### config.mk
export PLATFORM = sky130hd
export DESIGN_NAME = abf_port
export DESIGN_NICKNAME = d
export VERILOG_FILES = /design/src/hdl/abf_pkg.sv /design/src/hdl/abf_port.sv /design/src/hdl/abf_sync.sv
export SDC_FILE = /design/constraint.sdc
export NUM_CORES = 1
export LEC_CHECK = 0
export ABC_AREA = 1
export BUFFER_PORTS_ARGS = -buffer_cell sky130_fd_sc_hd__buf_4
export CAP_MARGIN = 20
export CORE_AREA = 10 10 75 77
export CTS_CLUSTER_SIZE = 10
export DETAILED_ROUTE_END_ITERATION = 10
export DIE_AREA = 0 0 85 87
export GPL_TIMING_DRIVEN = 0
export PLACE_DENSITY_LB_ADDON = 0.12
export SLEW_MARGIN = 20
export SYNTH_ARGS = -nofsm -noshare
export SYNTH_HDL_FRONTEND = slang
export SYNTH_HIERARCHICAL = 1
export SYNTH_SLANG_ARGS = --single-unit
### constraint.sdc
create_clock -name clk_i -period 2.52 [get_ports clk_i]
set_clock_uncertainty 0.05 [all_clocks]
set_input_delay 0.378 -clock clk_i [delete_from_list [all_inputs] [get_ports clk_i]]
set_output_delay 0.378 -clock clk_i [all_outputs]
set_load 0.02 [all_outputs]
### src/hdl/abf_pkg.sv
// constants shared by the asynchronous byte fifo port
package abf_pkg;
    localparam int ABF_DATA_W = 8;            // width of the data lines
    localparam int ABF_SYNC_STAGES = 2;       // flip-flops per strobe synchroniser
    localparam int ABF_STROBE_N = 3;          // read strobe, write strobe, flush/wake
    localparam int ABF_IDX_RD = 0;            // read strobe position in the strobe vector
    localparam int ABF_IDX_WR = 1;            // write strobe position
    localparam int ABF_IDX_FW = 2;            // flush/wake position
    localparam logic [ABF_DATA_W-1:0] ABF_DATA_RST = 8'h00;   // data registers after reset
    localparam logic [ABF_STROBE_N-1:0] ABF_STROBE_RST = 3'h7; // strobes idle high after reset
endpackage

### src/hdl/abf_port.sv
// asynchronous byte fifo host port of one channel
`timescale 1ns/1ns
module abf_port
    import abf_pkg::*;
(
    input wire logic clk_i,
    input wire logic rst_b_i,
    input wire logic mode_en_i,
    input wire logic wake_en_i,
    input wire logic powered_state_n_i,
    input wire logic rd_n_i,
    input wire logic wr_n_i,
    input wire logic flush_or_wake_n_i,
    input wire logic [ABF_DATA_W-1:0] data_i,
    output logic [ABF_DATA_W-1:0] data_o,
    output logic data_oe_o,
    output logic rx_avail_n_o,
    output logic rx_avail_n_oe_o,
    output logic tx_space_n_o,
    output logic tx_space_n_oe_o,
    input wire logic [ABF_DATA_W-1:0] rx_data_i,
    input wire logic rx_valid_i,
    output logic rx_ready_o,
    output logic [ABF_DATA_W-1:0] tx_data_o,
    output logic tx_valid_o,
    input wire logic tx_ready_i,
    output logic flush_req_o,
    output logic resume_req_o
);
    logic [ABF_STROBE_N-1:0] strobe_s;
    logic [ABF_STROBE_N-1:0] strobe_prev_q;
    logic rd_s;
    logic wr_s;
    logic fw_s;
    logic rd_fall;
    logic rd_rise;
    logic wr_fall;
    logic fw_fall;
    logic mode_q;
    logic mode_d;
    logic [ABF_DATA_W-1:0] head_q;
    logic [ABF_DATA_W-1:0] head_d;
    logic rx_full_q;
    logic rx_full_d;
    logic rx_ready_q;
    logic rx_ready_d;
    logic [ABF_DATA_W-1:0] data_q;
    logic [ABF_DATA_W-1:0] data_d;
    logic data_oe_q;
    logic data_oe_d;
    logic rx_avail_n_q;
    logic rx_avail_n_d;
    logic tx_space_n_q;
    logic tx_space_n_d;
    logic flag_oe_q;
    logic [ABF_DATA_W-1:0] tx_data_q;
    logic [ABF_DATA_W-1:0] tx_data_d;
    logic tx_valid_q;
    logic tx_valid_d;
    logic flush_q;
    logic flush_d;
    logic resume_q;
    logic resume_d;

    ////////////////////////////////////////////////////////////////////////////
    // strobe synchronisers and edge detection on the second stage only
    abf_sync u_sync
    (
        .clk_i(clk_i),
        .rst_b_i(rst_b_i),
        .async_i({flush_or_wake_n_i, wr_n_i, rd_n_i}),
        .sync_o(strobe_s)
    );

    // previous values reset idle high, so releasing reset never fakes a strobe edge
    always_ff @(posedge clk_i or negedge rst_b_i)
    begin
        if (!rst_b_i)
            strobe_prev_q <= ABF_STROBE_RST;
        else
            strobe_prev_q <= strobe_s;
    end

    // edges gated by the mode so a disabled channel ignores its pins
    always_comb
    begin
        rd_s = strobe_s[ABF_IDX_RD];
        wr_s = strobe_s[ABF_IDX_WR];
        fw_s = strobe_s[ABF_IDX_FW];
        rd_fall = mode_q & strobe_prev_q[ABF_IDX_RD] & ~rd_s;
        rd_rise = mode_q & ~strobe_prev_q[ABF_IDX_RD] & rd_s;
        wr_fall = mode_q & strobe_prev_q[ABF_IDX_WR] & ~wr_s;
        fw_fall = mode_q & strobe_prev_q[ABF_IDX_FW] & ~fw_s;
    end

    ////////////////////////////////////////////////////////////////////////////
    // receive side: head byte, read data lines and receive flag
    always_comb
    begin
        mode_d = mode_en_i;
        head_d = head_q;
        rx_full_d = rx_full_q;
        // the rising strobe wins: a held byte is released before a new one is fetched
        if (rd_rise)
            rx_full_d = 1'b0;
        else if (rx_valid_i && rx_ready_q)
        begin
            head_d = rx_data_i;
            rx_full_d = 1'b1;
        end
        // only fetch while the strobe is high so the driven byte never changes
        rx_ready_d = mode_q & ~rx_full_d & rd_s;
        data_d = rd_fall ? head_q : data_q;
        data_oe_d = mode_q & ~rd_s;
        // forced high on the rising strobe, low only while a byte waits
        rx_avail_n_d = ~mode_q | rd_rise | ~rx_full_q;
    end

    always_ff @(posedge clk_i or negedge rst_b_i)
    begin
        if (!rst_b_i)
        begin
            mode_q <= 1'b0;
            head_q <= ABF_DATA_RST;
            rx_full_q <= 1'b0;
            rx_ready_q <= 1'b0;
            data_q <= ABF_DATA_RST;
            data_oe_q <= 1'b0;
            rx_avail_n_q <= 1'b1;
        end
        else
        begin
            mode_q <= mode_d;
            head_q <= head_d;
            rx_full_q <= rx_full_d;
            rx_ready_q <= rx_ready_d;
            data_q <= data_d;
            data_oe_q <= data_oe_d;
            rx_avail_n_q <= rx_avail_n_d;
        end
    end

    ////////////////////////////////////////////////////////////////////////////
    // transmit side: capture on write strobe fall, hold until drained
    always_comb
    begin
        tx_data_d = tx_data_q;
        tx_valid_d = tx_valid_q;
        if (tx_valid_q && tx_ready_i)
            tx_valid_d = 1'b0;
        // a fall while a byte is pending is dropped; the busy flag told the host to wait
        if (wr_fall && !tx_valid_q)
        begin
            tx_data_d = data_i;
            tx_valid_d = 1'b1;
        end
        // busy as soon as a byte is taken, free on the same edge that it drains
        tx_space_n_d = ~mode_q | tx_valid_d;
    end

    always_ff @(posedge clk_i or negedge rst_b_i)
    begin
        if (!rst_b_i)
        begin
            tx_data_q <= ABF_DATA_RST;
            tx_valid_q <= 1'b0;
            tx_space_n_q <= 1'b1;
        end
        else
        begin
            tx_data_q <= tx_data_d;
            tx_valid_q <= tx_valid_d;
            tx_space_n_q <= tx_space_n_d;
        end
    end

    ////////////////////////////////////////////////////////////////////////////
    // flush/wake: one-cycle requests chosen by the powered state
    always_comb
    begin
        // suspended with wakeup disabled, the pin does nothing at all
        resume_d = fw_fall & powered_state_n_i & wake_en_i;
        flush_d = fw_fall & ~powered_state_n_i;
    end

    // flag enables are low through reset so the external pull-up holds them high
    always_ff @(posedge clk_i or negedge rst_b_i)
    begin
        if (!rst_b_i)
        begin
            flush_q <= 1'b0;
            resume_q <= 1'b0;
            flag_oe_q <= 1'b0;
        end
        else
        begin
            flush_q <= flush_d;
            resume_q <= resume_d;
            flag_oe_q <= 1'b1;
        end
    end

    ////////////////////////////////////////////////////////////////////////////
    // outputs, all straight from flip-flops
    assign data_o = data_q;
    assign data_oe_o = data_oe_q;
    assign rx_avail_n_o = rx_avail_n_q;
    assign rx_avail_n_oe_o = flag_oe_q;
    assign tx_space_n_o = tx_space_n_q;
    assign tx_space_n_oe_o = flag_oe_q;
    assign rx_ready_o = rx_ready_q;
    assign tx_data_o = tx_data_q;
    assign tx_valid_o = tx_valid_q;
    assign flush_req_o = flush_q;
    assign resume_req_o = resume_q;
endmodule

### src/hdl/abf_sync.sv
// two flip-flop synchroniser for the asynchronous strobe inputs
`timescale 1ns/1ns
module abf_sync
    import abf_pkg::*;
(
    input wire logic clk_i,
    input wire logic rst_b_i,
    input wire logic [ABF_STROBE_N-1:0] async_i,
    output logic [ABF_STROBE_N-1:0] sync_o
);
    logic [ABF_STROBE_N-1:0] meta_q;
    logic [ABF_STROBE_N-1:0] sync_q;

    ////////////////////////////////////////////////////////////////////////////
    // one pair of flip-flops per strobe; the first stage feeds only the second
    for (genvar g = 0; g < ABF_STROBE_N; g++)
    begin : g_bit
        always_ff @(posedge clk_i or negedge rst_b_i)
        begin
            if (!rst_b_i)
            begin
                meta_q[g] <= ABF_STROBE_RST[g];
                sync_q[g] <= ABF_STROBE_RST[g];
            end
            else
            begin
                meta_q[g] <= async_i[g];
                sync_q[g] <= meta_q[g];
            end
        end
    end

    assign sync_o = sync_q;
endmodule

Word level (Yosys, flattened, before mapping) --
Cells that the tools add are included.
Word-level totals: bits in writable memories 0, latch bits 0, word-level logic and storage cells 55, register bits 43, bits of input ports 26, output and inout port bits 25, memory bits (read-only) 0, memories kept 0
Operators by class: shift-type cells 0, $mul 0, $lt $le $gt $ge 0, add/subtract/negate cells 0, equal/unequal tests 0, bitwise operators 26, divide/modulo/power cells 0, reduce and logical (&&, ||, !) cells 5, mux-type cells 4
Operators by type and width (count):
- AND 1 bit | 14
- NOT 1 bit | 9
- two-way mux 1 bit | 4
- logical AND 1 bit | 3
- OR 1 bit | 3
- AND reduction 2 bit | 1
- zero test 1 bit | 1

Logic depth before layout (Yosys ltp) --
Gate-level depths: netlist of run 1.
depth after elaboration 7, gate-level depth with buffers 7, depth with buffers taken out 5

Modules after synthesis --
Netlist of run 1, hierarchy kept.
By module, submodules not included:
- abf_port | cells an instance 140, area each 1431.4 um^2, seq. area each 932.1 um^2, instances 1
- abf_sync | cells an instance 6, area each 157.7 um^2, seq. area each 157.7 um^2, instances 1

Least setup slack after synthesis of run 1 --
Ideal clock, no wire load.
kind reg2reg, start point register strobe_prev_q[0], end point register rx_ready_q, in the netlist rx_ready_o, required time 2.356 ns, arrival time 0.988 ns, path buffers 2, cell stages (with the launch flop) 8, clock period less this slack 1.153 ns, path slack 1.367 ns, setup time 0.114 ns, cell sequence dfstp_2 > clkbuf_8 > inv_2 > nand3_2 > buf_6 > nand2_4 > inv_2 > nor2_2
Between the ends: word-level cells in the longest chain between the ends 7
RTL lines:
- start, declared | line abf_port.sv:31 | logic [ABF_STROBE_N-1:0] strobe_prev_q;
- start signal, assigned | line abf_port.sv:81 | strobe_prev_q <= strobe_s;
- NOT 1 bit | line abf_port.sv:91 | rd_rise = mode_q & ~strobe_prev_q[ABF_IDX_RD] & rd_s;
- AND 1 bit (2 in series) | line abf_port.sv:91
- two-way mux 1 bit | line abf_port.sv:104 | if (rd_rise)
- via rx_full_d | line abf_port.sv:44 | logic rx_full_d;
- NOT 1 bit | line abf_port.sv:112 | rx_ready_d = mode_q & ~rx_full_d & rd_s;
- AND 1 bit (2 in series) | line abf_port.sv:112
- via rx_ready_d | line abf_port.sv:46 | logic rx_ready_d;
- end signal, assigned | line abf_port.sv:136 | rx_ready_q <= rx_ready_d;
- end, declared | line abf_port.sv:45 | logic rx_ready_q;
The timed path passes the listed nets, and every way through them passes these cells. A chain may end at the register's enable or synchronous reset.

Worst setup path in the final report of run 1 --
start point register rx_avail_n_q, in the netlist rx_avail_n_o, end point output rx_avail_n_o
RTL lines:
- start, declared | line abf_port.sv:51 | logic rx_avail_n_q;
- start signal, assigned | line abf_port.sv:139 | rx_avail_n_q <= rx_avail_n_d;
- end, declared | line abf_port.sv:17 | output logic rx_avail_n_o,
No word-level cell between the ends.

==> results of run 1 <==
-- per-stage QoR --
step	cell area [µm²]	cells	util, %	hold slack (ns)
final	2130	256	50.3	0.0126
after global routing	2130	256	50.3	0.0480
after CTS	2130	256	50.3	0.0297
after detailed placement	2030	248	47.9	0.297
after global placement	2030	248	47.9	0.297
after floorplan	1590	146	-	0.0324
-- synth_stat cells --
cell type,instances,share of area (%)
nand2_1,53,13
dfrtp_1,32,50
nand3_1,25,7.9
dfstp_2,11,18
inv_2,4,0.94
nand2_4,3,2.1
nor2_1,3,0.71
inv_1,2,0.47
nand2_2,2,0.79
nor2_2,2,0.79
buf_4,1,0.47
buf_6,1,0.71
clkbuf_8,1,0.87
clkinv_1,1,0.24
conb_1,1,0.24
nand3_2,1,0.63
nor2_8,1,1.3
o211ai_1,1,0.47
o21ai_0,1,0.31
-- layout make-up --
class | instances | area [µm²] | share of cell area (%)
multi-input combinational | 93 | 440 | 20.7
clock buffer | 8 | 100 | 4.70
buffer | 3 | 32.5 | 1.53
tap | 52 | 65.1 | 3.06
timing repair buffer | 50 | 375 | 17.6
inverter | 7 | 26.3 | 1.23
sequential | 43 | 1090 | 51.2
-- worst max-delay path by stage --
stage	to	cells past startpoint	from
2_1_floorplan	rx_ready_o	7	strobe_prev_q[0]
5_1_grt	tx_space_n_oe_o	2	rx_avail_n_oe_o
4_1_cts	tx_space_n_o	1	tx_space_n_o
3_5_place_dp	head_q[0]	6	rx_valid_i
3_3_place_gp	head_q[4]	6	rx_valid_i
6_report	rx_avail_n_o	1	rx_avail_n_o
-- kinds of logic (layout without fill, tap and decap cells) --
group | after synthesis | count (layout)
AND/OR/NAND/NOR | 90 | 90
other | 1 | 1
AO/OA/AOI/OAI | 2 | 2
buffers and inverters | 10 | 68
flip-flops | 43 | 43
-- registers in the layout, summed over array words and instances (netlist names) --
| register | count |
|---|---|
| mode_q | 1 |
| strobe_prev_q | 3 |
| rx_ready_o | 1 |
| rx_avail_n_o | 1 |
| tx_data_o | 8 |
| rx_avail_n_oe_o | 1 |
| flush_req_o | 1 |
| u_sync/sync_o | 3 |
| rx_full_q | 1 |
| u_sync/meta_q | 3 |
| tx_space_n_o | 1 |
| data_o | 8 |
| tx_valid_o | 1 |
| data_oe_o | 1 |
| head_q | 8 |
| resume_req_o | 1 |
-- report_power, final --
| part | total [W] | switching (W) | internal [W] |
|---|---|---|---|
| clock network | 0.000478 | 0.000228 | 0.000250 |
| logic | 0.000398 | 0.000227 | 0.000171 |
| registers | 0.000887 | 0.0000678 | 0.000819 |
| total | 0.00176 | 0.000523 | 0.00124 |
-- layer usage --
layer / track usage [%] / vias to the layer above / part of all wire, %
li1: - / 571 / -
met1: 9.73 / 543 / 37
met2: 17.5 / 32 / 53
met3: 5.43 / 5 / 9.5
met4: 3.14 / 0 / 1.1
met5: 0 / - / 0
==> metrics.md, run 1 <==
| Metric | Value |
|---|---|
| Final Setup Violations | `0` |
| CTS H-Tree Depth | `2` |
| Final number of hold-violating endpoints | `0` |
| DRT Wirelength | `3540 µm` |
| Syn Std Cell Area | `roughly 1600 µm²` |
| Post-Synthesis Mean Instance Area | `approximately 11 µm²` |
| I/O Buffers | `50` |
| Commonest non-fill, non-tap cells in the layout | `nand2_1 (53), buf_4 (51), dfrtp_1 (32), nand3_1 (25), dfstp_2 (11)` |
| Layout net count | `about 230` |
| Class of the most critical setup path | `reg2out` |
| Top fanout value on the critical path | `1` |
| Path category of the worst min-delay check | `in2async` |
| Flop-to-flop setup slack | `approximately 1.3 ns` |
| Count of routing violations after the opening detailed-route iteration | `55` |
| Area share of and/or/nand/nor cells after synthesis | `26.7%` |
| Layout cells sized above 1 | `between 40% and 50%` |
| Crit path buf inv count | `1` |
| Number of cells upsized or downsized after cts | `0` |
| Via-per-instance ratio | `between 4 and 5` |
| Complex-gate fraction of the synthesized area | `less than 1%` |
| Die Width | `85 µm` |
| Distinct cell type count of the synthesized netlist | `19` |
| Leading cell type in the layout, fill and taps excluded | `nand2_1` |
| End of the worst register-to-register path | `head_q[4]` |
| RSZ-0062 raised after global routing | `false` |
| Filler cell count in the final layout | `391` |
| Setup TNS | `0 ns` |
| Worst Tran Pin Value | `approximately 0.52 ns` |
| Gate count after technology mapping | `roughly 150` |
| Die area | `around 7400 µm²` |
| Required time at the worst-slack endpoint | `about 2.1 ns` |
| Total Power Consumption | `0.00176 W` |
| Layout area overhead | `34.0%` |
| Number of register bits inferred by synthesis | `between 40 and 50` |
| Via count of the first global-routing pass | `between 1,000 and 1,500` |
| Smallest setup slack after layout | `1.13 ns` |
| Status | `completed` |
| Leak | `around 1.1 nW` |
| Global routing usage summed across all routing layers | `roughly 9.9%` |
| Cell at the root of the clock tree | `clkbuf_8` |
| Clock Pin Slew Worst Setup and Hold Paths | `approximately 0.080 ns` |
| Global-route wire length before repair | `approximately 6000 µm` |
| Total half-perimeter wirelength after legalization and detailed placement | `2660 µm` |
| Sort of element at the start of the critical path | `register` |
| Die height | `~87 µm` |
| Timing-limited maximum frequency | `about 720 MHz` |
| Maximum resistive drop on vdd | `378 µV` |
| Overflow after GRT | `0` |
| Endpoint class of the critical path | `output port` |
| Initial antenna violation count | `0` |
| Count of yosys warnings during synthesis | `6` |
| Vias | `about 1,200` |
| Routability congestion estimate | `between 0.7 and 0.8` |
| Post-synthesis sequential area ratio | `68.6%` |
| Largest family of logic cells by synthesized area | `simple AND/OR/NAND/NOR gates` |
| Ports | `between 50 and 60` |
| Routed length per instance | `13.8 µm` |
| Area inside the core boundary | `approximately 4200 µm²` |
| Number of clock sinks | `between 40 and 50` |
| Worst slew margin | `65.1%` |
| Number of optimization iterations in the first detailed-route pass | `4` |
| Number of nets still failing antenna checks after routing | `0` |
| Post-CTS setup buffer count | `0` |
| Critical-path top delay cell | `dfstp_2` |
| Worst slack after detailed placement | `approximately 1.2 ns` |
| Arrival time at the worst endpoint | `0.96 ns` |
| Final period util | `55.0%` |
| Critical path cell sequence | `buf_4` |
| Max-slew violation count | `0` |
| Family with the most delay on the worst path | `flip-flops` |
| Pwr Density | `~830 nW/µm²` |
| Max Cap Violations | `0` |
| Std-Cell Rows | `24` |
| Effective utilization at floorplan | `37.5%` |
| Final critical delay including setup and external delays | `1.39 ns` |
| Clock tree from TritonCTS | `yes` |
| Crit path largest cell delay | `~0.53 ns` |
| Pin count of the biggest net entering global routing | `44` |
| Clk_lat worst skew | `0.29 ns` |
| Total clock buffers created by CTS | `5` |
| R2r worst-path depth | `6` |
| Launch point of the worst reg-to-reg path | `strobe_prev_q[0]` |
| Antenna cell count | `0` |
| Adder-cell share of the synthesized area | `0%` |
| Bufs on Longest Clock Path | `2` |
| Post-CTS Hold Buffers | `0` |
| Portion of netlist area occupied by mux cells | `0%` |
| Synthesized netlist net count | `172` |
| DRC violations left | `0` |
| Synthesized-area fraction occupied by xor and xnor cells | `0%` |
No activity file was read; power rests on OpenSTA's default activity.
==> run 2: changes to the inputs <==
==> constraint.sdc (replaced) <==
create_clock -name clk_i -period 1.15 [get_ports clk_i]
set_clock_uncertainty 0.05 [all_clocks]
set_input_delay 0.1725 -clock clk_i [delete_from_list [all_inputs] [get_ports clk_i]]
set_output_delay 0.1725 -clock clk_i [all_outputs]
set_load 0.02 [all_outputs]
==> metrics.md, run 2 (synthesized netlist as in run 1, its figures left out) <==
| Metric | Value |
|---|---|
| Initial antenna violation count | `0 (unchanged)` |
| Effective utilization at floorplan | `37.5% (unchanged)` |
| Layout net count | `244 (was 229)` |
| Total half-perimeter wirelength after legalization and detailed placement | `2660 µm (unchanged)` |
| Routed length per instance | `14.2 µm (was 13.8 µm)` |
| Class of the most critical setup path | `reg2out (unchanged)` |
| Global routing usage summed across all routing layers | `10.3% (was 9.93%)` |
| Sequential cell area | `1090 µm² (about the same)` |
| Pwr Density | `1670 nW/µm² (was 828 nW/µm²)` |
| Count of routing violations after the opening detailed-route iteration | `52 (was 55)` |
| Cell depth of the worst setup path | `1 (unchanged)` |
| Routability congestion estimate | `0.710 (about the same)` |
| Via-per-instance ratio | `4.56 (was 4.50)` |
| Arrival time at the worst endpoint | `0.94 ns (was 0.96 ns)` |
| Area inside the core boundary | `4230 µm² (unchanged)` |
| Timing-limited maximum frequency | `858 MHz` |
| Total clock buffers created by CTS | `5 (unchanged)` |
| Crit path buf inv count | `1 (unchanged)` |
| Worst Hold Launch | `rx_data_i[4]` |
| Final period util | `101%` |
| DRC violations left | `0 (unchanged)` |
| Post-route cell area | `2370 µm² (was 2130 µm²)` |
| Via count of the first global-routing pass | `1,305 (was 1,270)` |
| Clk_lat worst skew | `0.29 ns (about the same)` |
| Smallest setup slack after layout | `-0.0158 ns (was 1.13 ns)` |
| Std-Cell Rows | `24 (unchanged)` |
| Flop-to-flop setup slack | `0.04 ns (was 1.29 ns)` |
| Max-slew violation count | `0 (unchanged)` |
| Bufs on Longest Clock Path | `2 (unchanged)` |
| Die Width | `85 µm (unchanged)` |
| R2r worst-path depth | `6 (unchanged)` |
| Post-placement cell area | `2030 µm² (unchanged)` |
| Critical-path top delay cell | `dfstp_2 (unchanged)` |
| Commonest non-fill, non-tap cells in the layout | `nand2_1 (50), buf_4 (50), dfrtp_1 (30), nand3_1 (18), dfstp_2 (11) (was nand2_1 (53), buf_4 (51), dfrtp_1 (32), nand3_1 (25), dfstp_2 (11))` |
| Family with the most delay on the worst path | `flip-flops (unchanged)` |
| Total area of multi-input combinational cells | `520 µm² (was 440 µm²)` |
| CTS H-Tree Depth | `2 (unchanged)` |
| Cell at the root of the clock tree | `clkbuf_8 (unchanged)` |
| Die area | `7400 µm² (unchanged)` |
| Number of optimization iterations in the first detailed-route pass | `4 (unchanged)` |
| Vias | `1,235 (was 1,151)` |
| Critical path cell sequence | `buf_6 (was buf_4)` |
| Ports | `51 (unchanged)` |
| End of the worst register-to-register path | `rx_ready_o (was head_q[4])` |
| Clock Pin Slew Worst Setup and Hold Paths | `0.08 ns (about the same)` |
| Crit path largest cell delay | `0.54 ns (was 0.53 ns)` |
| Antenna cell count | `0 (unchanged)` |
| RSZ-0062 raised after global routing | `true (was false)` |
| Pin count of the biggest net entering global routing | `44 (unchanged)` |
| Layout area overhead | `49.4% (was 34.0%)` |
| I/O Buffers | `50 (unchanged)` |
| Instance count after placement with tap cells included | `248 (unchanged)` |
| Sort of element at the start of the critical path | `register (unchanged)` |
| Hold-critical path depth | `3` |
| Clock tree from TritonCTS | `yes (unchanged)` |
| Endpoint class of the critical path | `output port (unchanged)` |
| Max Cap Violations | `0 (unchanged)` |
| Number of clock sinks | `43 (unchanged)` |
| Filler cell count in the final layout | `368 (was 391)` |
| Final number of hold-violating endpoints | `0 (unchanged)` |
| Worst slew margin | `65.3% (was 65.1%)` |
| Final Setup Violations | `2 (was 0)` |
| Number of nets still failing antenna checks after routing | `0 (unchanged)` |
| Worst Tran Pin Value | `0.520 ns (was 0.524 ns)` |
| Layout cells sized above 1 | `47.9% (was 41.2%)` |
| Violated checks | `setup timing` |
| Final critical delay including setup and external delays | `1.17 ns` |
| DRT Wirelength | `3850 µm (was 3540 µm)` |
| Status | `finished, violations left (was completed)` |
| Top fanout value on the critical path | `1 (unchanged)` |
| Overflow after GRT | `0 (unchanged)` |
| Launch point of the worst reg-to-reg path | `strobe_prev_q[0] (unchanged)` |
| Die height | `87 µm (unchanged)` |
| Endpoint of the worst hold-timing path | `head_q[4]` |
| Filler-free cell count of the finished design | `271 (was 256)` |
| Required time at the worst-slack endpoint | `0.93 ns (was 2.09 ns)` |
| Path category of the worst min-delay check | `in2reg (was in2async)` |
| Maximum resistive drop on vdd | `892 µV (was 378 µV)` |
| Global-route wire length before repair | `6170 µm (was 5890 µm)` |
| Leak | `1.21 nW (was 1.13 nW)` |
==> run 2: metrics by stage <==
step	power [W]	setup TNS, ns	hold WS [ns]	utilization (%)	setup WS, ns
6_report	0.00397	-0.0270	0.0539	56.1	-0.0158
5_1_grt	0.00422	-0.154	0.0473	56.1	-0.0500
4_1_cts	0.00395	-0.0691	0.0539	53.1	-0.0310
3_5_place_dp	0.00287	-0.944	0.144	47.9	-0.0730
3_3_place_gp	0.00283	-0.328	0.131	47.9	-0.0499
2_1_floorplan	0.00241	-0.00263	-0.173	-	-0.00263
==> run 2: worst max path at each step <==
stage,from,endpoint,slack [ns]
6_report,rx_avail_n_o,rx_avail_n_o,-0.02
3_5_place_dp,strobe_prev_q[0],rx_ready_o,-0.07
4_1_cts,tx_space_n_o,tx_space_n_o,-0.03
2_1_floorplan,strobe_prev_q[0],rx_ready_o,-0.003
5_1_grt,tx_space_n_o,tx_space_n_o,-0.05
3_3_place_gp,strobe_prev_q[0],rx_ready_o,-0.05
==> run 2: what timing repair did <==
action	4_1_cts	5_1_grt
gates cloned	1	2
pin swaps	1	7
setup buffers	2	5
setup endpoints to repair	31	30
gates resized for setup	10	18
hold buffers	7	0
hold endpoints to repair	38	0
==> run 2: area by class of cell <==
type                            count  share of cell area (%)
Sequential cell                    43                    46.0
Timing Repair Buffer               65                    22.9
Multi-Input combinational cell     94                    21.9
Clock buffer                        8                    4.21
Tap cell                           52                    2.74
Inverter                            7                    1.42
Buffer                              1                   0.474
Timing Repair inverter              1                   0.316
==> run 2: report_power, final <==
group          leakage [nW]  switching [W]  total (W)  internal [W]
Clock                0.0515       0.000499    0.00105      0.000548
Sequential            0.517       0.000157    0.00195       0.00180
Combinational         0.639       0.000533   0.000972      0.000439
==> run 2: per-layer routing <==
layer | global-route usage (%) | wire [µm] | share of wire (%)
met1 | 10.8 | 1420 | 37
met2 | 17.8 | 2060 | 53
met3 | 5.06 | 315 | 8.2
met4 | 3.14 | 57 | 1.5
met5 | 0 | 0 | 0
==> run 3: changes to the inputs <==
--- a/config.mk
+++ b/config.mk
@@ -9,6 +9,7 @@
 export BUFFER_PORTS_ARGS = -buffer_cell sky130_fd_sc_hd__buf_4
 export CAP_MARGIN = 20
 export CORE_AREA = 10 10 75 77
+export CTS_BUF_LIST = sky130_fd_sc_hd__clkbuf_8
 export CTS_CLUSTER_SIZE = 10
 export DETAILED_ROUTE_END_ITERATION = 10
 export DIE_AREA = 0 0 85 87
==> constraint.sdc (replaced) <==
create_clock -name clk_i -period 0.95 [get_ports clk_i]
set_clock_uncertainty 0.05 [all_clocks]
set_input_delay 0.1425 -clock clk_i [delete_from_list [all_inputs] [get_ports clk_i]]
set_output_delay 0.1425 -clock clk_i [all_outputs]
set_load 0.02 [all_outputs]
==> metrics.md, run 3 (synthesized netlist as in run 1, its figures left out) <==
| Metric | Value |
|---|---|
| Status | `finished, violations left (unchanged)` |
| Violated checks | `setup timing (unchanged)` |
| Layout area overhead | `69.2% (was 49.4%)` |
| Final number of hold-violating endpoints | `0 (unchanged)` |
| Final Setup Violations | `55 (was 2)` |
| Die Width | `85 µm (unchanged)` |
| Via-per-instance ratio | `4.63 (was 4.56)` |
| Post-route cell area | `2690 µm² (was 2370 µm²)` |
| Antenna cell count | `0 (unchanged)` |
| Routed length per instance | `14.4 µm (was 14.2 µm)` |
| Max Cap Violations | `0 (unchanged)` |
| Ports | `51 (unchanged)` |
| Crit path largest cell delay | `0.41 ns (was 0.54 ns)` |
| Smallest setup slack after layout | `-0.181 ns (was -0.0158 ns)` |
| Crit path buf inv count | `2 (was 1)` |
| Die area | `7400 µm² (unchanged)` |
| Post-placement cell area | `2040 µm² (was 2030 µm²)` |
| Instance count after placement with tap cells included | `248 (unchanged)` |
| Layout cells sized above 1 | `61.4% (was 47.9%)` |
| Number of optimization iterations in the first detailed-route pass | `4 (unchanged)` |
| Maximum resistive drop on vdd | `848 µV (was 892 µV)` |
| Arrival time at the worst endpoint | `0.94 ns (about the same)` |
| Setup TNS | `-5.82 ns (was -0.0270 ns)` |
| Layout net count | `261 (was 244)` |
| Path category of the worst min-delay check | `in2reg (unchanged)` |
| Internal power | `0.00356 W (was 0.00278 W)` |
| Max-slew violation count | `0 (unchanged)` |
| Via count of the first global-routing pass | `1,385 (was 1,305)` |
| Critical-path top delay cell | `dfrtp_1 (was dfstp_2)` |
| Worst Tran Pin Value | `0.545 ns (was 0.520 ns)` |
| Top cell by count, worst path | `buf_6` |
| Count of routing violations after the opening detailed-route iteration | `87 (was 52)` |
| Total area of multi-input combinational cells | `628 µm² (was 520 µm²)` |
| Routability congestion estimate | `0.688 (was 0.710)` |
| R2r worst-path depth | `6 (unchanged)` |
| Global routing usage summed across all routing layers | `10.6% (was 10.3%)` |
| Worst slack on hold paths | `0.0189 ns (was 0.0539 ns)` |
| Commonest non-fill, non-tap cells in the layout | `buf_4 (42), nand2_1 (34), buf_6 (32), dfrtp_1 (30), nand2_2 (19) (was nand2_1 (50), buf_4 (50), dfrtp_1 (30), nand3_1 (18), dfstp_2 (11))` |
| I/O Buffers | `50 (unchanged)` |
| Overflow after GRT | `0 (unchanged)` |
| Reported net switching power | `0.00160 W (was 0.00119 W)` |
| Sequential cell area | `1090 µm² (unchanged)` |
| Final period util | `119%` |
| Class of the most critical setup path | `reg2out (unchanged)` |
| Std-Cell Rows | `24 (unchanged)` |
| Area inside the core boundary | `4230 µm² (unchanged)` |
| CTS H-Tree Depth | `2 (unchanged)` |
| Endpoint class of the critical path | `output port (unchanged)` |
| Number of clock sinks | `43 (unchanged)` |
| Clock Pin Slew Worst Setup and Hold Paths | `0.08 ns (about the same)` |
| Pwr Density | `1920 nW/µm² (was 1670 nW/µm²)` |
| Worst slew margin | `63.6% (was 65.3%)` |
| Worst slack after detailed placement | `-0.272 ns (was -0.0730 ns)` |
| Leading cell type in the layout, fill and taps excluded | `buf_4` |
| Filler-free cell count of the finished design | `288 (was 271)` |
| Net switching fraction of the power | `31.0% (was 29.9%)` |
| Final critical delay including setup and external delays | `around 1.1 ns` |
| Clock network fraction of design power | `21.6% (was 26.3%)` |
| Critical path cell sequence | `buf_6, buf_6 (was buf_6)` |
| Required time at the worst-slack endpoint | `0.76 ns (was 0.93 ns)` |
| Family with the most delay on the worst path | `flip-flops (unchanged)` |
| Total half-perimeter wirelength after legalization and detailed placement | `2640 µm (was 2660 µm)` |
| Pin count of the biggest net entering global routing | `44 (unchanged)` |
| DRT Wirelength | `4160 µm (was 3850 µm)` |
| Global-route wire length before repair | `6380 µm (was 6170 µm)` |
| Clk_lat worst skew | `0.29 ns (about the same)` |
| Relative contribution of sequential cells to total power | `46.8% (was 49.2%)` |
| Sort of element at the start of the critical path | `register (unchanged)` |
| Number of nets still failing antenna checks after routing | `0 (unchanged)` |
| Filler cell count in the final layout | `347 (was 368)` |
| DRC violations left | `0 (unchanged)` |
| Vias | `1,334 (was 1,235)` |
| Relative contribution of combinational cells to total power | `31.6% (was 24.5%)` |
| Cell depth of the worst setup path | `2 (was 1)` |
| Initial antenna violation count | `0 (unchanged)` |
| Total clock buffers created by CTS | `5 (unchanged)` |
| RSZ-0062 raised after global routing | `true (unchanged)` |
| Cell at the root of the clock tree | `clkbuf_8 (unchanged)` |
| Top fanout value on the critical path | `2 (was 1)` |
| Timing-limited maximum frequency | `approximately 900 MHz` |
| Effective utilization at floorplan | `37.5% (unchanged)` |
| Leak | `1.32 nW (was 1.21 nW)` |
| Clock tree from TritonCTS | `yes (unchanged)` |
| Hold-critical path depth | `3 (unchanged)` |
| Bufs on Longest Clock Path | `2 (unchanged)` |
| Die height | `87 µm (unchanged)` |
## run 3: metal layers
layer  share of wire (%)  up-vias  global-route usage, %
li1                    -      644                      -
met1                  40      639                   11.9
met2                  50       42                   17.1
met3                 8.0        9                   5.43
met4                 1.4        0                   3.74
met5                   0        -                      0
## run 3: worst reg2reg max path, stage by stage, from the launching register on
cell,delay (ns)
dfstp_2,0.58
inv_4,0.04
nand3_4,0.10
buf_6,0.13
nand2_4,0.05
inv_4,0.05
nor2_2,0.03
## run 3: per-stage QoR
stage	total power, W	utilization [%]
finish	0.00515	63.5
global route	0.00544	63.5
CTS	0.00498	59.7
detailed placement	0.00347	48.1
global placement	0.00343	48.1
floorplan	0.00293	-
## run 3: worst paths after layout
path	end	slack (ns)	from
max	tx_space_n_oe_o	-0.18	rx_avail_n_oe_o
min	head_q[1]	0.02	rx_data_i[1]
min reg2reg	u_sync/sync_o[0]	0.31	u_sync/meta_q[0]
min in group asynchronous	data_o[3]	0.33	rst_b_i
max reg2reg	rx_ready_o	-0.17	strobe_prev_q[0]
max in group asynchronous	tx_valid_o	0.12	rst_b_i
## run 3: power by group through the flow
stage                     combinational (W)  sequential (W)  clock (W)
after detailed placement            0.00108         0.00239          0
after floorplan                    0.000327         0.00260          0
final                               0.00163         0.00241    0.00111
after global routing                0.00176         0.00245    0.00122
after CTS                           0.00143         0.00239    0.00115
after global placement              0.00106         0.00237          0
## run 3: cell type report
| class | instances | area share, % |
|---|---|---|
| inverter | 7 | 1.40 |
| multi-input combinational | 95 | 23.4 |
| clock inverter | 3 | 0.605 |
| buffer | 2 | 0.838 |
| timing repair buffer | 81 | 28.2 |
| clock buffer | 5 | 2.56 |
| tap | 52 | 2.42 |
| sequential | 43 | 40.6 |
## run 3: repair_timing
action                                  in CTS  in global routing
setup buffers                               15                  8
hold buffers                                 7                  0
resized for setup                           51                 28
pin swaps                                   15                 13
cloned                                       2                  1
endpoints found under the hold margin       39                  0
endpoints found under the setup margin      57                 57
